==> config.mk <==
export PLATFORM = sky130hd
export DESIGN_NAME = chain_status
export DESIGN_NICKNAME = d
export VERILOG_FILES = /design/src/chain_pkg.sv /design/src/pair_if.sv /design/src/chain_status.sv /design/src/code_store.sv
export SDC_FILE = /design/constraint.sdc
export NUM_CORES = 1
export LEC_CHECK = 0
export CORE_UTILIZATION = 35
export DETAILED_ROUTE_END_ITERATION = 6
export DONT_BUFFER_PORTS = 1
export PLACE_DENSITY = 0.52
export SKIP_CTS_REPAIR_TIMING = 1
export SYNTH_ARGS = -nofsm -noshare
export SYNTH_HDL_FRONTEND = slang
export SYNTH_SLANG_ARGS = --single-unit
==> constraint.sdc <==
create_clock -name clk_sys -period 5.2 [get_ports clk_sys]
set_input_delay 1.3 -clock clk_sys [delete_from_list [all_inputs] [get_ports clk_sys]]
set_output_delay 1.3 -clock clk_sys [all_outputs]
set_load 0.05 [all_outputs]
==> src/chain_pkg.sv <==
/*
 * Shared constants for the chained status line and actuator pairing logic.
 * Assumes one 200 MHz clock and an active-high asynchronous reset.
 */
`default_nettype none

package chain_pkg;

    localparam int MAX_CHAIN = 16;
    localparam int POS_W = 5;
    localparam int CODE_W = 32;
    localparam int PAIR_CNT_W = 2;
    localparam logic [PAIR_CNT_W-1:0] PAIR_LIMIT = 2'h3;
    localparam logic [PAIR_CNT_W-1:0] PAIR_CNT_RST = 2'h0;
    localparam int CLK_MHZ = 200;
    localparam int SLOT_US = 100;
    localparam int SLOT_CYC = SLOT_US * CLK_MHZ;
    localparam int SLOT_CNT_W = 24;

    typedef enum logic [1:0] {
        VAR_FIXED,
        VAR_LIMITED,
        VAR_UNLIMITED,
        VAR_GENERIC
    } variant_e;

endpackage : chain_pkg

`default_nettype wire

==> src/pair_if.sv <==
/*
 * Carries the pairing request and result between the top and the code store.
 * Assumes both ends share clk_sys.
 */
`default_nettype none

interface pair_if;
    import chain_pkg::*;
    logic req;
    logic [CODE_W-1:0] code;
    logic accepted;
    logic refused;
    logic [CODE_W-1:0] stored;
    logic [PAIR_CNT_W-1:0] count;
    modport store (input req, input code, output accepted, output refused, output stored,
        output count);
    modport user (output req, output code, input accepted, input refused, input stored,
        input count);
endinterface : pair_if

`default_nettype wire

==> src/chain_status.sv <==
/*
 * One chained switch: safe/unsafe decision, safety output pair, pulsed
 * diagnostic status line and actuator recognition with pairing.
 * Assumes the sense and pairing pins come from outside and are synchronised here;
 * upstream status arrives as a position of the first unsafe switch.
 */
`default_nettype none

module chain_status
    import chain_pkg::*;
#(
    parameter int SLOT_CYCLES = SLOT_CYC,
    parameter int FRAME_SLOTS = MAX_CHAIN,
    parameter logic [CODE_W-1:0] FACTORY_CODE = 32'h5a5a_0001, // arbitrary value
    parameter logic [CODE_W-1:0] GENERIC_CODE = 32'h0bad_c0de // arbitrary value
) (
    input wire logic clk_sys,
    input wire logic rst,
    input wire variant_e variant,
    input wire logic [POS_W-1:0] chain_pos,
    input wire logic [POS_W-1:0] upstream_unsafe_pos,
    input wire logic upstream_unsafe,
    input wire logic in_operating_range,
    input wire logic beyond_release,
    input wire logic actuator_present,
    input wire logic [CODE_W-1:0] actuator_code,
    input wire logic pair_request,
    output logic safety_output_pair,
    output logic switch_safe,
    output logic status_line,
    output logic frame_start,
    output logic pair_accepted,
    output logic pair_refused,
    output logic [PAIR_CNT_W-1:0] pairs_used
);

    typedef enum logic [0:0] {
        SW_UNSAFE,
        SW_SAFE
    } safe_e;

    // pin synchronisers: first stage feeds only the second
    logic [3:0] pin_s1_r;
    logic [3:0] pin_s2_r;
    always_ff @(posedge clk_sys or posedge rst) begin
        if (rst) begin
            pin_s1_r <= 4'h0;
            pin_s2_r <= 4'h0;
        end else begin
            pin_s1_r <= {pair_request, actuator_present, beyond_release, in_operating_range};
            pin_s2_r <= pin_s1_r;
        end
    end
    wire in_range_s = pin_s2_r[0];
    wire beyond_s = pin_s2_r[1];
    wire present_s = pin_s2_r[2];
    wire pair_lvl_s = pin_s2_r[3];

    // code is held stable by the reader, so two plain stages line it up with present_s
    logic [CODE_W-1:0] code_s1_r;
    logic [CODE_W-1:0] code_s2_r;
    always_ff @(posedge clk_sys or posedge rst) begin
        if (rst) begin
            code_s1_r <= '0;
            code_s2_r <= '0;
        end else begin
            code_s1_r <= actuator_code;
            code_s2_r <= code_s1_r;
        end
    end

    logic pair_lvl_d_r;
    always_ff @(posedge clk_sys or posedge rst) begin
        if (rst) begin
            pair_lvl_d_r <= 1'b0;
        end else begin
            pair_lvl_d_r <= pair_lvl_s;
        end
    end
    wire pair_pulse = pair_lvl_s && !pair_lvl_d_r;

    // code store
    pair_if pif ();
    assign pif.req = pair_pulse && present_s;
    assign pif.code = code_s2_r;

    code_store #(
        .FACTORY_CODE(FACTORY_CODE)
    ) u_store (
        .clk_sys(clk_sys),
        .rst(rst),
        .variant(variant),
        .pif(pif)
    );

    // recognition: generic variant needs no pairing
    wire generic_ok = (variant == VAR_GENERIC) && (code_s2_r == GENERIC_CODE);
    wire paired_ok = (variant != VAR_GENERIC) && (code_s2_r == pif.stored);
    wire recognised = present_s && (generic_ok || paired_ok);

    // safe/unsafe; between ranges keep last decision (hysteresis)
    safe_e state_r;
    safe_e state_nxt;
    always_comb begin
        state_nxt = state_r;
        case (state_r)
            SW_SAFE: begin
                if (beyond_s || !recognised) begin
                    state_nxt = SW_UNSAFE;
                end
            end
            SW_UNSAFE: begin
                if (in_range_s && !beyond_s && recognised) begin
                    state_nxt = SW_SAFE;
                end
            end
            default: state_nxt = SW_UNSAFE;
        endcase
    end

    logic out_r;
    always_ff @(posedge clk_sys or posedge rst) begin
        if (rst) begin
            state_r <= SW_UNSAFE;
            out_r <= 1'b0;
        end else begin
            state_r <= state_nxt;
            out_r <= (state_nxt == SW_SAFE) && !beyond_s;
        end
    end
    assign safety_output_pair = out_r;
    assign switch_safe = (state_r == SW_SAFE);

    // status frame: diagnostic only, never read back by the safety path
    localparam logic [SLOT_CNT_W-1:0] SLOT_LAST = SLOT_CNT_W'(SLOT_CYCLES - 1);
    localparam logic [POS_W-1:0] FRAME_LAST = POS_W'(FRAME_SLOTS - 1);

    function automatic logic [POS_W-1:0] lower_pos(input logic [POS_W-1:0] a,
                                                  input logic [POS_W-1:0] b);
        lower_pos = (a < b) ? a : b;
    endfunction : lower_pos

    logic [SLOT_CNT_W-1:0] slot_cnt_r;
    logic [POS_W-1:0] slot_r;
    logic [POS_W-1:0] low_until_r;
    logic low_any_r;
    logic line_r;
    logic fstart_r;

    wire slot_end = (slot_cnt_r == SLOT_LAST);
    wire frame_end = slot_end && (slot_r == FRAME_LAST);
    wire own_unsafe = (state_r != SW_SAFE);
    // the first unsafe switch in chain order sets how long the line stays low
    wire [POS_W-1:0] first_pos =
        (own_unsafe && upstream_unsafe) ? lower_pos(chain_pos, upstream_unsafe_pos) :
        own_unsafe ? chain_pos : upstream_unsafe_pos;
    wire any_unsafe = own_unsafe || upstream_unsafe;
    wire [POS_W-1:0] slot_nxt = frame_end ? 5'h00 : (slot_end ? slot_r + 5'h01 : slot_r);
    wire line_nxt = !(low_any_r && (slot_nxt <= low_until_r));

    always_ff @(posedge clk_sys or posedge rst) begin
        if (rst) begin
            slot_cnt_r <= '0;
            slot_r <= 5'h00;
            low_until_r <= 5'h00;
            low_any_r <= 1'b0;
            line_r <= 1'b1;
            fstart_r <= 1'b0;
        end else begin
            slot_cnt_r <= slot_end ? '0 : slot_cnt_r + 24'h000001;
            slot_r <= slot_nxt;
            fstart_r <= frame_end;
            if (frame_end) begin
                // latch pattern once per frame so a frame is self-consistent
                low_until_r <= first_pos;
                low_any_r <= any_unsafe;
            end
            line_r <= frame_end ? !(any_unsafe) : line_nxt;
        end
    end

    assign status_line = line_r;
    assign frame_start = fstart_r;
    assign pair_accepted = pif.accepted;
    assign pair_refused = pif.refused;
    assign pairs_used = pif.count;

    chk_release_off: assert property (@(posedge clk_sys) disable iff (rst)
        beyond_s |=> !safety_output_pair)
        else $error("safety outputs on beyond release");
    chk_unsafe_low_start: assert property (@(posedge clk_sys) disable iff (rst)
        (frame_end && any_unsafe) |=> !status_line)
        else $error("status line high at start of unsafe frame");
    chk_safe_frame_high: assert property (@(posedge clk_sys) disable iff (rst)
        (frame_end && !any_unsafe) |=> status_line [*2])
        else $error("status line low in all-safe frame");
    chk_frame_wrap: assert property (@(posedge clk_sys) disable iff (rst)
        slot_r <= FRAME_LAST)
        else $error("slot index beyond chain length");
    chk_safe_needs_range: assert property (@(posedge clk_sys) disable iff (rst)
        $rose(switch_safe) |-> $past(in_range_s && recognised))
        else $error("became safe outside operating range");
    chk_generic_no_pair: assert property (@(posedge clk_sys) disable iff (rst)
        (variant == VAR_GENERIC && pif.req) |=> pair_refused)
        else $error("generic variant took a pairing");
    chk_frame_pulse: assert property (@(posedge clk_sys) disable iff (rst)
        frame_end |=> frame_start)
        else $error("no frame start after frame end");
    chk_pair_exclusive: assert property (@(posedge clk_sys) disable iff (rst)
        !(pair_accepted && pair_refused))
        else $error("pairing both accepted and refused");

endmodule : chain_status

`default_nettype wire

==> src/code_store.sv <==
/*
 * Stored actuator code with per-variant pairing policy.
 * Assumes req is a single-cycle pulse on the clk_sys domain.
 */
`default_nettype none

module code_store
    import chain_pkg::*;
#(
    parameter logic [CODE_W-1:0] FACTORY_CODE = 32'h5a5a_0001 // arbitrary value
) (
    input wire logic clk_sys,
    input wire logic rst,
    input wire variant_e variant,
    pair_if.store pif
);

    logic [CODE_W-1:0] code_r;
    logic [PAIR_CNT_W-1:0] count_r;
    logic accepted_r;
    logic refused_r;
    wire limit_hit = (count_r == PAIR_LIMIT);
    wire allow = (variant == VAR_UNLIMITED) ||
                 ((variant == VAR_LIMITED) && !limit_hit);
    // fixed and generic never pair
    wire take = pif.req && allow;

    always_ff @(posedge clk_sys or posedge rst) begin
        if (rst) begin
            code_r <= 32'h0000_0000;
            count_r <= PAIR_CNT_RST;
            accepted_r <= 1'b0;
            refused_r <= 1'b0;
        end else begin
            accepted_r <= take;
            refused_r <= pif.req && !allow;
            if (take) begin
                code_r <= pif.code;
            end
            if (take && variant == VAR_LIMITED) begin
                count_r <= count_r + 2'h1;
            end
        end
    end

    // paired_r low marks "factory code still in force"; reset clears it rather than loading the parameter into code_r
    logic paired_r;
    always_ff @(posedge clk_sys or posedge rst) begin
        if (rst) begin
            paired_r <= 1'b0;
        end else if (take) begin
            paired_r <= 1'b1;
        end
    end

    assign pif.stored = paired_r ? code_r : FACTORY_CODE;
    assign pif.count = count_r;
    assign pif.accepted = accepted_r;
    assign pif.refused = refused_r;

    chk_limit_never_pass: assert property (@(posedge clk_sys) disable iff (rst)
        (pif.req && variant == VAR_LIMITED && limit_hit) |=> (!accepted_r && refused_r))
        else $error("pairing accepted past limit");
    chk_fixed_refuse: assert property (@(posedge clk_sys) disable iff (rst)
        (pif.req && variant == VAR_FIXED) |=> (refused_r && $stable(pif.stored)))
        else $error("fixed variant changed code");
    chk_unlim_accept: assert property (@(posedge clk_sys) disable iff (rst)
        (pif.req && variant == VAR_UNLIMITED) |=> accepted_r)
        else $error("unlimited variant refused pairing");
    chk_overwrite_code: assert property (@(posedge clk_sys) disable iff (rst)
        take |=> (pif.stored == $past(pif.code)))
        else $error("stored code not overwritten");

endmodule : code_store

`default_nettype wire

After elaboration in Yosys (flattened, before gate mapping)

Cells that the tools add are included.

Register bits: 149
Output and inout port bits: 8
Word-level logic and storage cells: 70

Add/sub/neg operators: 3
Order comparisons: 2
Equality and inequality tests: 9
Multiplexer cells: 11
Bitwise operators: 1
Reductions and logical operators: 26

Operators with widths:

| cell                                                  | count |
|---|---|
| equality test 32 x 28 -> 1 bit, second input constant | 1 |
| equality test 32 bit                                  | 1 |
| 2-to-1 mux 32 bit                                     | 1 |
| 2-to-1 mux 5 bit                                      | 5 |
| adder 24 x 1 -> 24 bit, second input constant         | 1 |
| equality test 24 x 15 -> 1 bit, second input constant | 1 |
| 2-to-1 mux 24 bit                                     | 1 |
| logical AND 1 bit                                     | 15 |
| logical NOT 1 bit                                     | 7 |
| equality test 2 bit, second input constant            | 3 |
| adder 5 x 1 -> 5 bit, second input constant           | 1 |
| equality test 5 x 4 -> 1 bit, second input constant   | 1 |
| <= comparator 5 bit                                   | 1 |
| less-than comparator 5 bit                            | 1 |
| logical OR 1 bit                                      | 4 |
| 2-to-1 mux 1 bit                                      | 3 |
| adder 2 x 1 -> 2 bit, second input constant           | 1 |
| equality test 2 x 1 -> 1 bit, second input constant   | 1 |
| inequality test 2 bit, second input constant          | 1 |
| one-hot mux 1 bit (2 select lines)                    | 1 |
| NOT 1 bit                                             | 1 |

Logic depth before layout (Yosys ltp)

Gate-level depths: netlist of the first run.

Depth after elaboration: 10
Gate-level depth with buffers: 14
Mapped depth without buffers: 13

Hierarchy

A second synthesis of the first run with hierarchy kept.

Cells, all modules: 535
Area, all modules: 6378.6 um^2

Modules (own cells, without submodules):

| module       | times used | cells an instance | area an instance (um^2) | sequential area each (um^2) |
|---|---|---|---|---|
| chain_status | 1          | 347               | 4449.3                  | 2803.9 |
| code_store   | 1          | 188               | 1929.4                  | 925.9 |

Worst setup path after synthesis of the first run

OpenSTA, ideal clock, no wires.

Path kind: input -> register
Start point: in upstream_unsafe_pos[2]
End point: reg low_until_r[0]
Setup time: 0.137 ns
Arrival: 2.933 ns
Setup slack: 2.130 ns
Stages on the path: 8
Path buffers: 0
Cell sequence: inv_1 ha_1 a21o_1 a21o_1 a211o_1 mux2_2 a222oi_1 a21oi_1

Word-level cells in the longest chain between the ends: 3

Ends and longest elaborated chain:

| element                    | RTL line            | source |
|---|---|---|
| start, declared            | chain_status.sv:21  | `input wire logic [POS_W-1:0] upstream_unsafe_pos,` |
| less-than comparator 5 bit | chain_status.sv:140 | `lower_pos = (a < b) ? a : b;` |
| 2-to-1 mux 5 bit           | chain_status.sv:140 |  |
| 2-to-1 mux 5 bit           | chain_status.sv:155 | `(own_unsafe && upstream_unsafe) ? lower_pos(chain_pos, upstream_unsafe_pos) :` |
| end signal, assigned       | chain_status.sv:175 | `low_until_r <= first_pos;` |
| end, declared              | chain_status.sv:145 | `logic [POS_W-1:0] low_until_r;` |

Every way passes these cells.
A chain may end at the register's enable or synchronous reset.

Final worst setup path of the first run

Start point: reg slot_cnt_r[0]
End point: reg line_r (netlist: status_line)

Word-level cells in the longest chain between the ends: 7
Elaborated cells between the ends (all ways): 8
Classes of those cells: order compare: 1; eq/ne: 1; mux: 3; reduce/logical: 3

Ends and longest elaborated chain:

| element                                                      | RTL line                                 | source |
|---|---|---|
| start, declared                                              | chain_status.sv:143                      | `logic [SLOT_CNT_W-1:0] slot_cnt_r;` |
| start signal, assigned                                       | chain_status.sv:170                      | `slot_cnt_r <= slot_end ? '0 : slot_cnt_r + 24'h000001;` |
| equality test 24 x 15 -> 1 bit (*)                           | chain_status.sv:150                      | `wire slot_end = (slot_cnt_r == SLOT_LAST);` |
| 2-to-1 mux 5 bit / logical AND 1 bit (equally long branches) | chain_status.sv:158, chain_status.sv:151 |  |
| 2-to-1 mux 5 bit (*)                                         | chain_status.sv:158                      | `wire [POS_W-1:0] slot_nxt = frame_end ? 5'h00 : (slot_end ? slot_r + 5'h01 : slot_r);` |
| named net slot_nxt[2]                                        | chain_status.sv:158                      |  |
| <= comparator 5 bit (*)                                      | chain_status.sv:159                      | `wire line_nxt = !(low_any_r && (slot_nxt <= low_until_r));` |
| logical AND 1 bit (*)                                        | chain_status.sv:159                      |  |
| logical NOT 1 bit (*)                                        | chain_status.sv:159                      |  |
| 2-to-1 mux 1 bit (*)                                         | chain_status.sv:178                      | `line_r <= frame_end ? !(any_unsafe) : line_nxt;` |
| end signal, assigned                                         | chain_status.sv:178                      |  |
| end, declared                                                | chain_status.sv:147                      | `logic line_r;` |

The timed path passes the listed nets; every way through them passes the cells marked *.

==> summary.txt, run 1 <==
Worst Path Required: 5.54 ns
Crit path max-delay family: simple AND/OR/NAND/NOR gates
Setup TNS Final: 0 ns
Pre-CTS worst setup slack: 1.98 ns
HPWL Detailed: 7810 µm
Largest net degree at the start of global routing: 150
DRT iter0 DRCs: 206
Slowest cell on the critical path: and4_1
Lkg Pwr: 3.10 nW
DR pass1 iterations: 7
Clock Sinks: 149
Mapped Area: 6070 µm²
Critical Path Sink Type: flop
Ant diodes: 0
Yosys top cell by area: dfrtp_1
Final hold violation count: 0
Worst-path clk slew: 0.06 ns
Worst setup margin: 2.18 ns
Clock H-tree levels: 4
Share of layout cells above drive strength 1: 15.9%
Unrepaired setup endpoints after global routing: false
Most used cell along the critical path: o21a_1
Wire per inst: 15.8 µm
NumNets Final: 561
Yosys reg bits: 149
Sequential fraction of the synthesis area: 61.5%
Worst vdd ir: 0.231 mV
Die ar.: 17900 µm²
Dominant cell by count in the synthesized netlist: dfrtp_1
GR Overflow Total: 0
Setup violations, final: 0
Arrival @ worst endpoint: 3.36 ns
EDFF count, synth: 0
Final Critical Period: 3.02 ns
Critical Path, Cell by Cell: ha_1, and4_1, and3_1, and4_1, nand2b_1, o21ai_0, ha_1, o21a_1, o21a_1, o21a_1, o22ai_1, a21oi_1
Routed Antenna Nets: 0
Post-DP Area: 6300 µm²
CP Buf/Inv Count: 0
Post-synth cell types: 62
Rows: 47
Final Wtd Congestion: 0.745
Tcrit/Tclk final: 58.0%
Yosys warns: 0
CTS max path bufs: 2
Initial Util: 36.2%
Vias in the first global route: 3736
Insertion delay of the later-clocked pin in the worst-skew pair: 0.42 ns
Die W: 134 µm
Post-Route WL: 11500 µm
Core box area: 16800 µm²
Largest cells by area after synthesis: dfrtp_1, mux2_2, xnor2_1
Io pins: 59
Post-Synthesis Cells: 487
Tot Pwr: 0.00290 W
Synth async-reset ratio: 100%
Via/cell ratio: 5.03
TritonCTS clock tree: yes
Status: finished, final reports clean
Chip height: 134 µm
Syn nets: 551
Share of the synthesized area in the top cell type: 61.0%
Total CTS buffers: 17
Design Area, Final: 6900 µm²
Fmax: 331 MHz
Area Overhead vs Synth: 13.6%
Max Slew Vio Count: 0
Kind of critical path: flop to flop
Most common library cells after synthesis: dfrtp_1, mux2_2, inv_1
CP peak stage delay: 0.43 ns
Relative slew margins: 45.4%
MaxCap Viol Count: 0
Fillers: 1581
Vias: 3667
Initial antenna violation count: 0
Min Hold Slack: 0.345 ns
Post-synth top flop: dfrtp_1
Port Buffer Count: 0
CP Max Fanout: 11
Actual slew at the worst max-slew pin: 0.820 ns
Pwr dens: 420 nW/µm²
Global-route usage over all layers: 14.1%
Avg Cell Area, Syn: 12.5 µm²
First-pass GRT wire length: 19300 µm
Worst clock skew: 0.00938 ns
Worst setup SP type: flop
Path type of the worst min-delay path: flop to flop
DRC Markers: 0
Clk root buf: clkbuf_16
## worst paths after layout
check,from,endpoint,slack [ns],cells past startpoint
min reg2reg,code_s1_r[5],code_s2_r[5],0.35,0
max,slot_cnt_r[0],status_line,2.18,12
max in group asynchronous,rst,low_until_r[1],3.64,2
min,code_s1_r[5],code_s2_r[5],0.35,0
max reg2reg,slot_cnt_r[0],status_line,2.18,12
min in group asynchronous,rst,code_s1_r[28],0.97,2
## logic make-up (layout without fill, tap and decap cells)
kind of cell | Yosys count | count (layout) | share of synthesized area, %
AO/OA/AOI/OAI | 76 | 76 | 8.89
XOR/XNOR | 32 | 32 | 4.62
adder cells (fa/ha/maj) | 13 | 13 | 2.68
buffers and inverters | 44 | 66 | 3.28
flip-flops | 149 | 149 | 61.5
multiplexers | 34 | 34 | 6.31
AND/OR/NAND/NOR | 139 | 139 | 12.8
## report_power, final
part | internal, W | total [W] | switching (W) | leakage (nW)
combinational | 0.000159 | 0.000286 | 0.000127 | 1.02
clock | 0.000743 | 0.00121 | 0.000470 | 0.289
sequential | 0.00127 | 0.00140 | 0.000125 | 1.79
## stage by stage
stage	util (%)	cells
floorplan	-	487
global placement	37.6	698
detailed placement	37.6	698
CTS	41.1	729
global route	41.1	729
finish	41.1	729
## metal layers
layer | part of all wire [%] | GRT usage, % | up-vias
li1 | - | - | 1752
met1 | 44 | 17.1 | 1845
met2 | 50 | 23.4 | 57
met3 | 4.2 | 4.79 | 13
met4 | 1.3 | 4.99 | 0
met5 | 0 | 0 | -
## flip-flops by register name, indices dropped and copies added, names as in the netlist, 2 cells and up
name,cells
code_s1_r,32
code_s2_r,32
u_store.code_r,32
slot_cnt_r,24
low_until_r,5
slot_r,5
pin_s1_r,4
pin_s2_r,4
u_store.pif.count,2
## final cells by class
class | instances | area [µm²] | share of cell area [%]
Timing Repair Buffer | 3 | 35.0 | 0.508
Sequential cell | 149 | 3730 | 54.1
Clock inverter | 11 | 125 | 1.81
Clock buffer | 20 | 467 | 6.77
Tap cell | 220 | 275 | 3.99
Inverter | 32 | 124 | 1.80
Multi-Input combinational cell | 294 | 2140 | 31.0
## layout by cell type, fill, tap and decap left out, types with 7 or more instances in the layout
cell type	synthesis	final
ha_1	13	13
o22ai_1	7	7
xnor2_1	25	25
xor2_1	7	7
nand4_1	11	11
nand2_1	27	27
inv_1	32	31
nor2_1	27	27
a21oi_1	14	14
and3_1	12	12
mux2_2	34	34
clkbuf_16	0	17
nand3_1	16	16
dfrtp_1	148	148
o21ai_0	14	14
Power figures use the tool's default switching activity.
==> inputs of run 2 (changes only) <==
--- a/config.mk
+++ b/config.mk
@@ -8,7 +8,7 @@
 export CORE_UTILIZATION = 35
 export DETAILED_ROUTE_END_ITERATION = 6
 export DONT_BUFFER_PORTS = 1
-export PLACE_DENSITY = 0.52
+export PLACE_DENSITY = 0.5
 export SKIP_CTS_REPAIR_TIMING = 1
 export SYNTH_ARGS = -nofsm -noshare
 export SYNTH_HDL_FRONTEND = slang
==> constraint.sdc (replaced) <==
create_clock -name clk_sys -period 3.05 [get_ports clk_sys]
set_input_delay 0.7625 -clock clk_sys [delete_from_list [all_inputs] [get_ports clk_sys]]
set_output_delay 0.7625 -clock clk_sys [all_outputs]
set_load 0.05 [all_outputs]
==> run 2 against run 1 <==
  * Flip-flop and latch count stayed put
  * Clock-buffer cell count is 1 lower
  * First-iteration DRC count is 13% higher
  * Sequential power is 71% higher
  * Sequential share of layout area is 0.11 points lower
  * Via count is 0.82% higher
  * Routed wire length is 3.4% higher
  * Final cell count is 0.41% higher
  * Register-to-register slack worse by 1.9 ns
  * Worst hold slack worse by 0.0010 ns
  * Largest power group unchanged
  * Highest routed layer unchanged
==> summary.txt, run 2 (synthesis gave the netlist of run 1 again) <==
Tcrit/Tclk final: 90.6% (was 58.0%)
P_int: 0.00368 W (was 0.00217 W)
Vias in the first global route: 3718 (was 3736)
First-pass GRT wire length: 19700 µm (was 19300 µm)
Fillers: 1560 (was 1581)
Setup violations, final: 0 (unchanged)
NumNets Final: 563 (was 561)
CP peak stage delay: 0.38 ns (was 0.43 ns)
Largest registers: code_s1_r (32), code_s2_r (32), u_store.code_r (32) (unchanged)
Slowest cell on the critical path: dfrtp_1 (was and4_1)
Wire per inst: 16.3 µm (was 15.8 µm)
Max Slew Vio Count: 0 (unchanged)
HPWL Detailed: 8120 µm (was 7810 µm)
Gate power share: 9.8% (was 9.9%)
Worst setup margin: 0.286 ns (was 2.18 ns)
MaxCap Viol Count: 0 (unchanged)
Via/cell ratio: 5.05 (was 5.03)
DRC Markers: 0 (unchanged)
Initial Util: 36.2% (unchanged)
TritonCTS clock tree: yes (unchanged)
Kind of critical path: flop to flop (unchanged)
Lkg Pwr: 3.10 nW (about the same)
Worst vdd ir: 0.382 mV (was 0.231 mV)
Chip height: 134 µm (unchanged)
Initial antenna violation count: 0 (unchanged)
Clock power frac: 42.1% (was 41.9%)
Largest net degree at the start of global routing: 150 (unchanged)
Worst setup SP type: flop (unchanged)
GR Overflow Total: 0 (unchanged)
Switching pwr: 0.00128 W (was 0.000722 W)
Final Wtd Congestion: 0.796 (was 0.745)
CTS max path bufs: 2 (unchanged)
Most used cell along the critical path: o21a_1 (unchanged)
DR pass1 iterations: 7 (unchanged)
Status: finished, final reports clean (unchanged)
Actual slew at the worst max-slew pin: 0.858 ns (was 0.820 ns)
Pwr dens: 718 nW/µm² (was 420 nW/µm²)
CP Max Fanout: 4 (was 11)
Clock H-tree levels: 4 (unchanged)
Flop pwr share: 48.1% (was 48.2%)
Routed Antenna Nets: 0 (unchanged)
Total CTS buffers: 17 (unchanged)
Most frequent cells in the layout: dfrtp_1, mux2_2, inv_1 (unchanged)
Most common cell after layout, fill and taps aside: dfrtp_1 (unchanged)
Sw Share: 25.9% (was 24.9%)
Register Area: 3730 µm² (unchanged)
Unrepaired setup endpoints after global routing: false (unchanged)
Worst clock skew: 0.00718 ns (was 0.00938 ns)
Final Critical Period: 2.76 ns (was 3.02 ns)
Post-Route WL: 11900 µm (was 11500 µm)
Core box area: 16800 µm² (unchanged)
Worst Path Required: 3.40 ns (was 5.54 ns)
Crit path max-delay family: compound AO/OA/AOI/OAI gates (was simple AND/OR/NAND/NOR gates)
Min Hold Slack: 0.344 ns (was 0.345 ns)
Final hold violation count: 0 (unchanged)
Critical Path Sink Type: flop (unchanged)
Port Buffer Count: 0 (unchanged)
Setup TNS Final: 0 ns (unchanged)
Tot Pwr: 0.00496 W (was 0.00290 W)
Die ar.: 17900 µm² (unchanged)
Ant diodes: 0 (unchanged)
Global-route usage over all layers: 14.5% (was 14.1%)
Critical Path, Cell by Cell: ha_1, and4_1, and3_1, and4_1, nand2b_1, o21ai_0, ha_1, o21a_1, o21a_1, o21a_1, o22ai_1, a21oi_1 (unchanged)
CP Buf/Inv Count: 0 (unchanged)
Insertion delay of the later-clocked pin in the worst-skew pair: 0.42 ns (about the same)
Worst-path clk slew: 0.06 ns (about the same)
Die W: 134 µm (unchanged)
Clock Sinks: 149 (unchanged)
Io pins: 59 (unchanged)
Design Area, Final: 6910 µm² (was 6900 µm²)
Clk root buf: clkbuf_16 (unchanged)
Arrival @ worst endpoint: 3.11 ns (was 3.36 ns)
Pre-CTS worst setup slack: 0.317 ns (was 1.98 ns)
Relative slew margins: 42.8% (was 45.4%)
Area Overhead vs Synth: 13.9% (was 13.6%)
Vias: 3697 (was 3667)
Fmax: 362 MHz (was 331 MHz)
Post-DP Area: 6320 µm² (was 6300 µm²)
Rows: 47 (unchanged)
DRT iter0 DRCs: 233 (was 206)
Multi-input gate area: 2140 µm² (unchanged)
Path type of the worst min-delay path: primary input to async pin (was flop to flop)
Share of layout cells above drive strength 1: 16.2% (was 15.9%)
run 2: final cells by class:
class | count | area share [%]
clock buffers | 19 | 6.41
inverters | 32 | 1.79
multi-input cells | 294 | 31.0
flip-flops and latches | 149 | 54.0
clock inverters | 13 | 2.14
repair buffers | 5 | 0.724
well taps | 220 | 3.98
run 2: metal layers:
layer  vias up  GRT usage, %  part of all wire (%)
met2        56          23.2                    50
met5         -             0                     0
met4         0          5.49                   1.0
met1      1871          18.5                    46
met3        14          4.41                   3.7
li1       1756             -                     -
run 2: through the flow:
stage,std cells,util [%]
floorplan,487,-
global placement,700,37.7
detailed placement,700,37.7
CTS,732,41.2
global route,732,41.2
finish,732,41.2
run 2: power by group through the flow:
| stage | clock [W] | sequential, W | combinational, W |
|---|---|---|---|
| 2_1_floorplan | 0 | 0.00237 | 0.000423 |
| 3_3_place_gp | 0 | 0.00241 | 0.000477 |
| 3_5_place_dp | 0 | 0.00242 | 0.000495 |
| 4_1_cts | 0.00215 | 0.00239 | 0.000497 |
| 5_1_grt | 0.00224 | 0.00241 | 0.000554 |
| 6_report | 0.00209 | 0.00239 | 0.000488 |
run 2: worst register-to-register path, delay by kind of cell (launching register included):
kind | cells | cell delay (ns)
DFF | 1 | 0.38
and+or+nand+nor | 4 | 0.83
adders and majority gates | 2 | 0.54
AOI/OAI and AO/OA | 6 | 0.95
run 2: path summary, 6_finish.rpt:
kind / cells after the start / to / start / slack (ns)
worst max register to register: 12 / status_line / slot_cnt_r[0] / 0.29
worst max-delay path: 12 / status_line / slot_cnt_r[0] / 0.29
worst min register to register: 0 / code_s2_r[26] / code_s1_r[26] / 0.35
max in group asynchronous: 2 / code_s2_r[5] / rst / 2.01
min in group clk_sys: 0 / code_s2_r[26] / code_s1_r[26] / 0.35
worst min-delay path: 2 / code_s1_r[28] / rst / 0.34
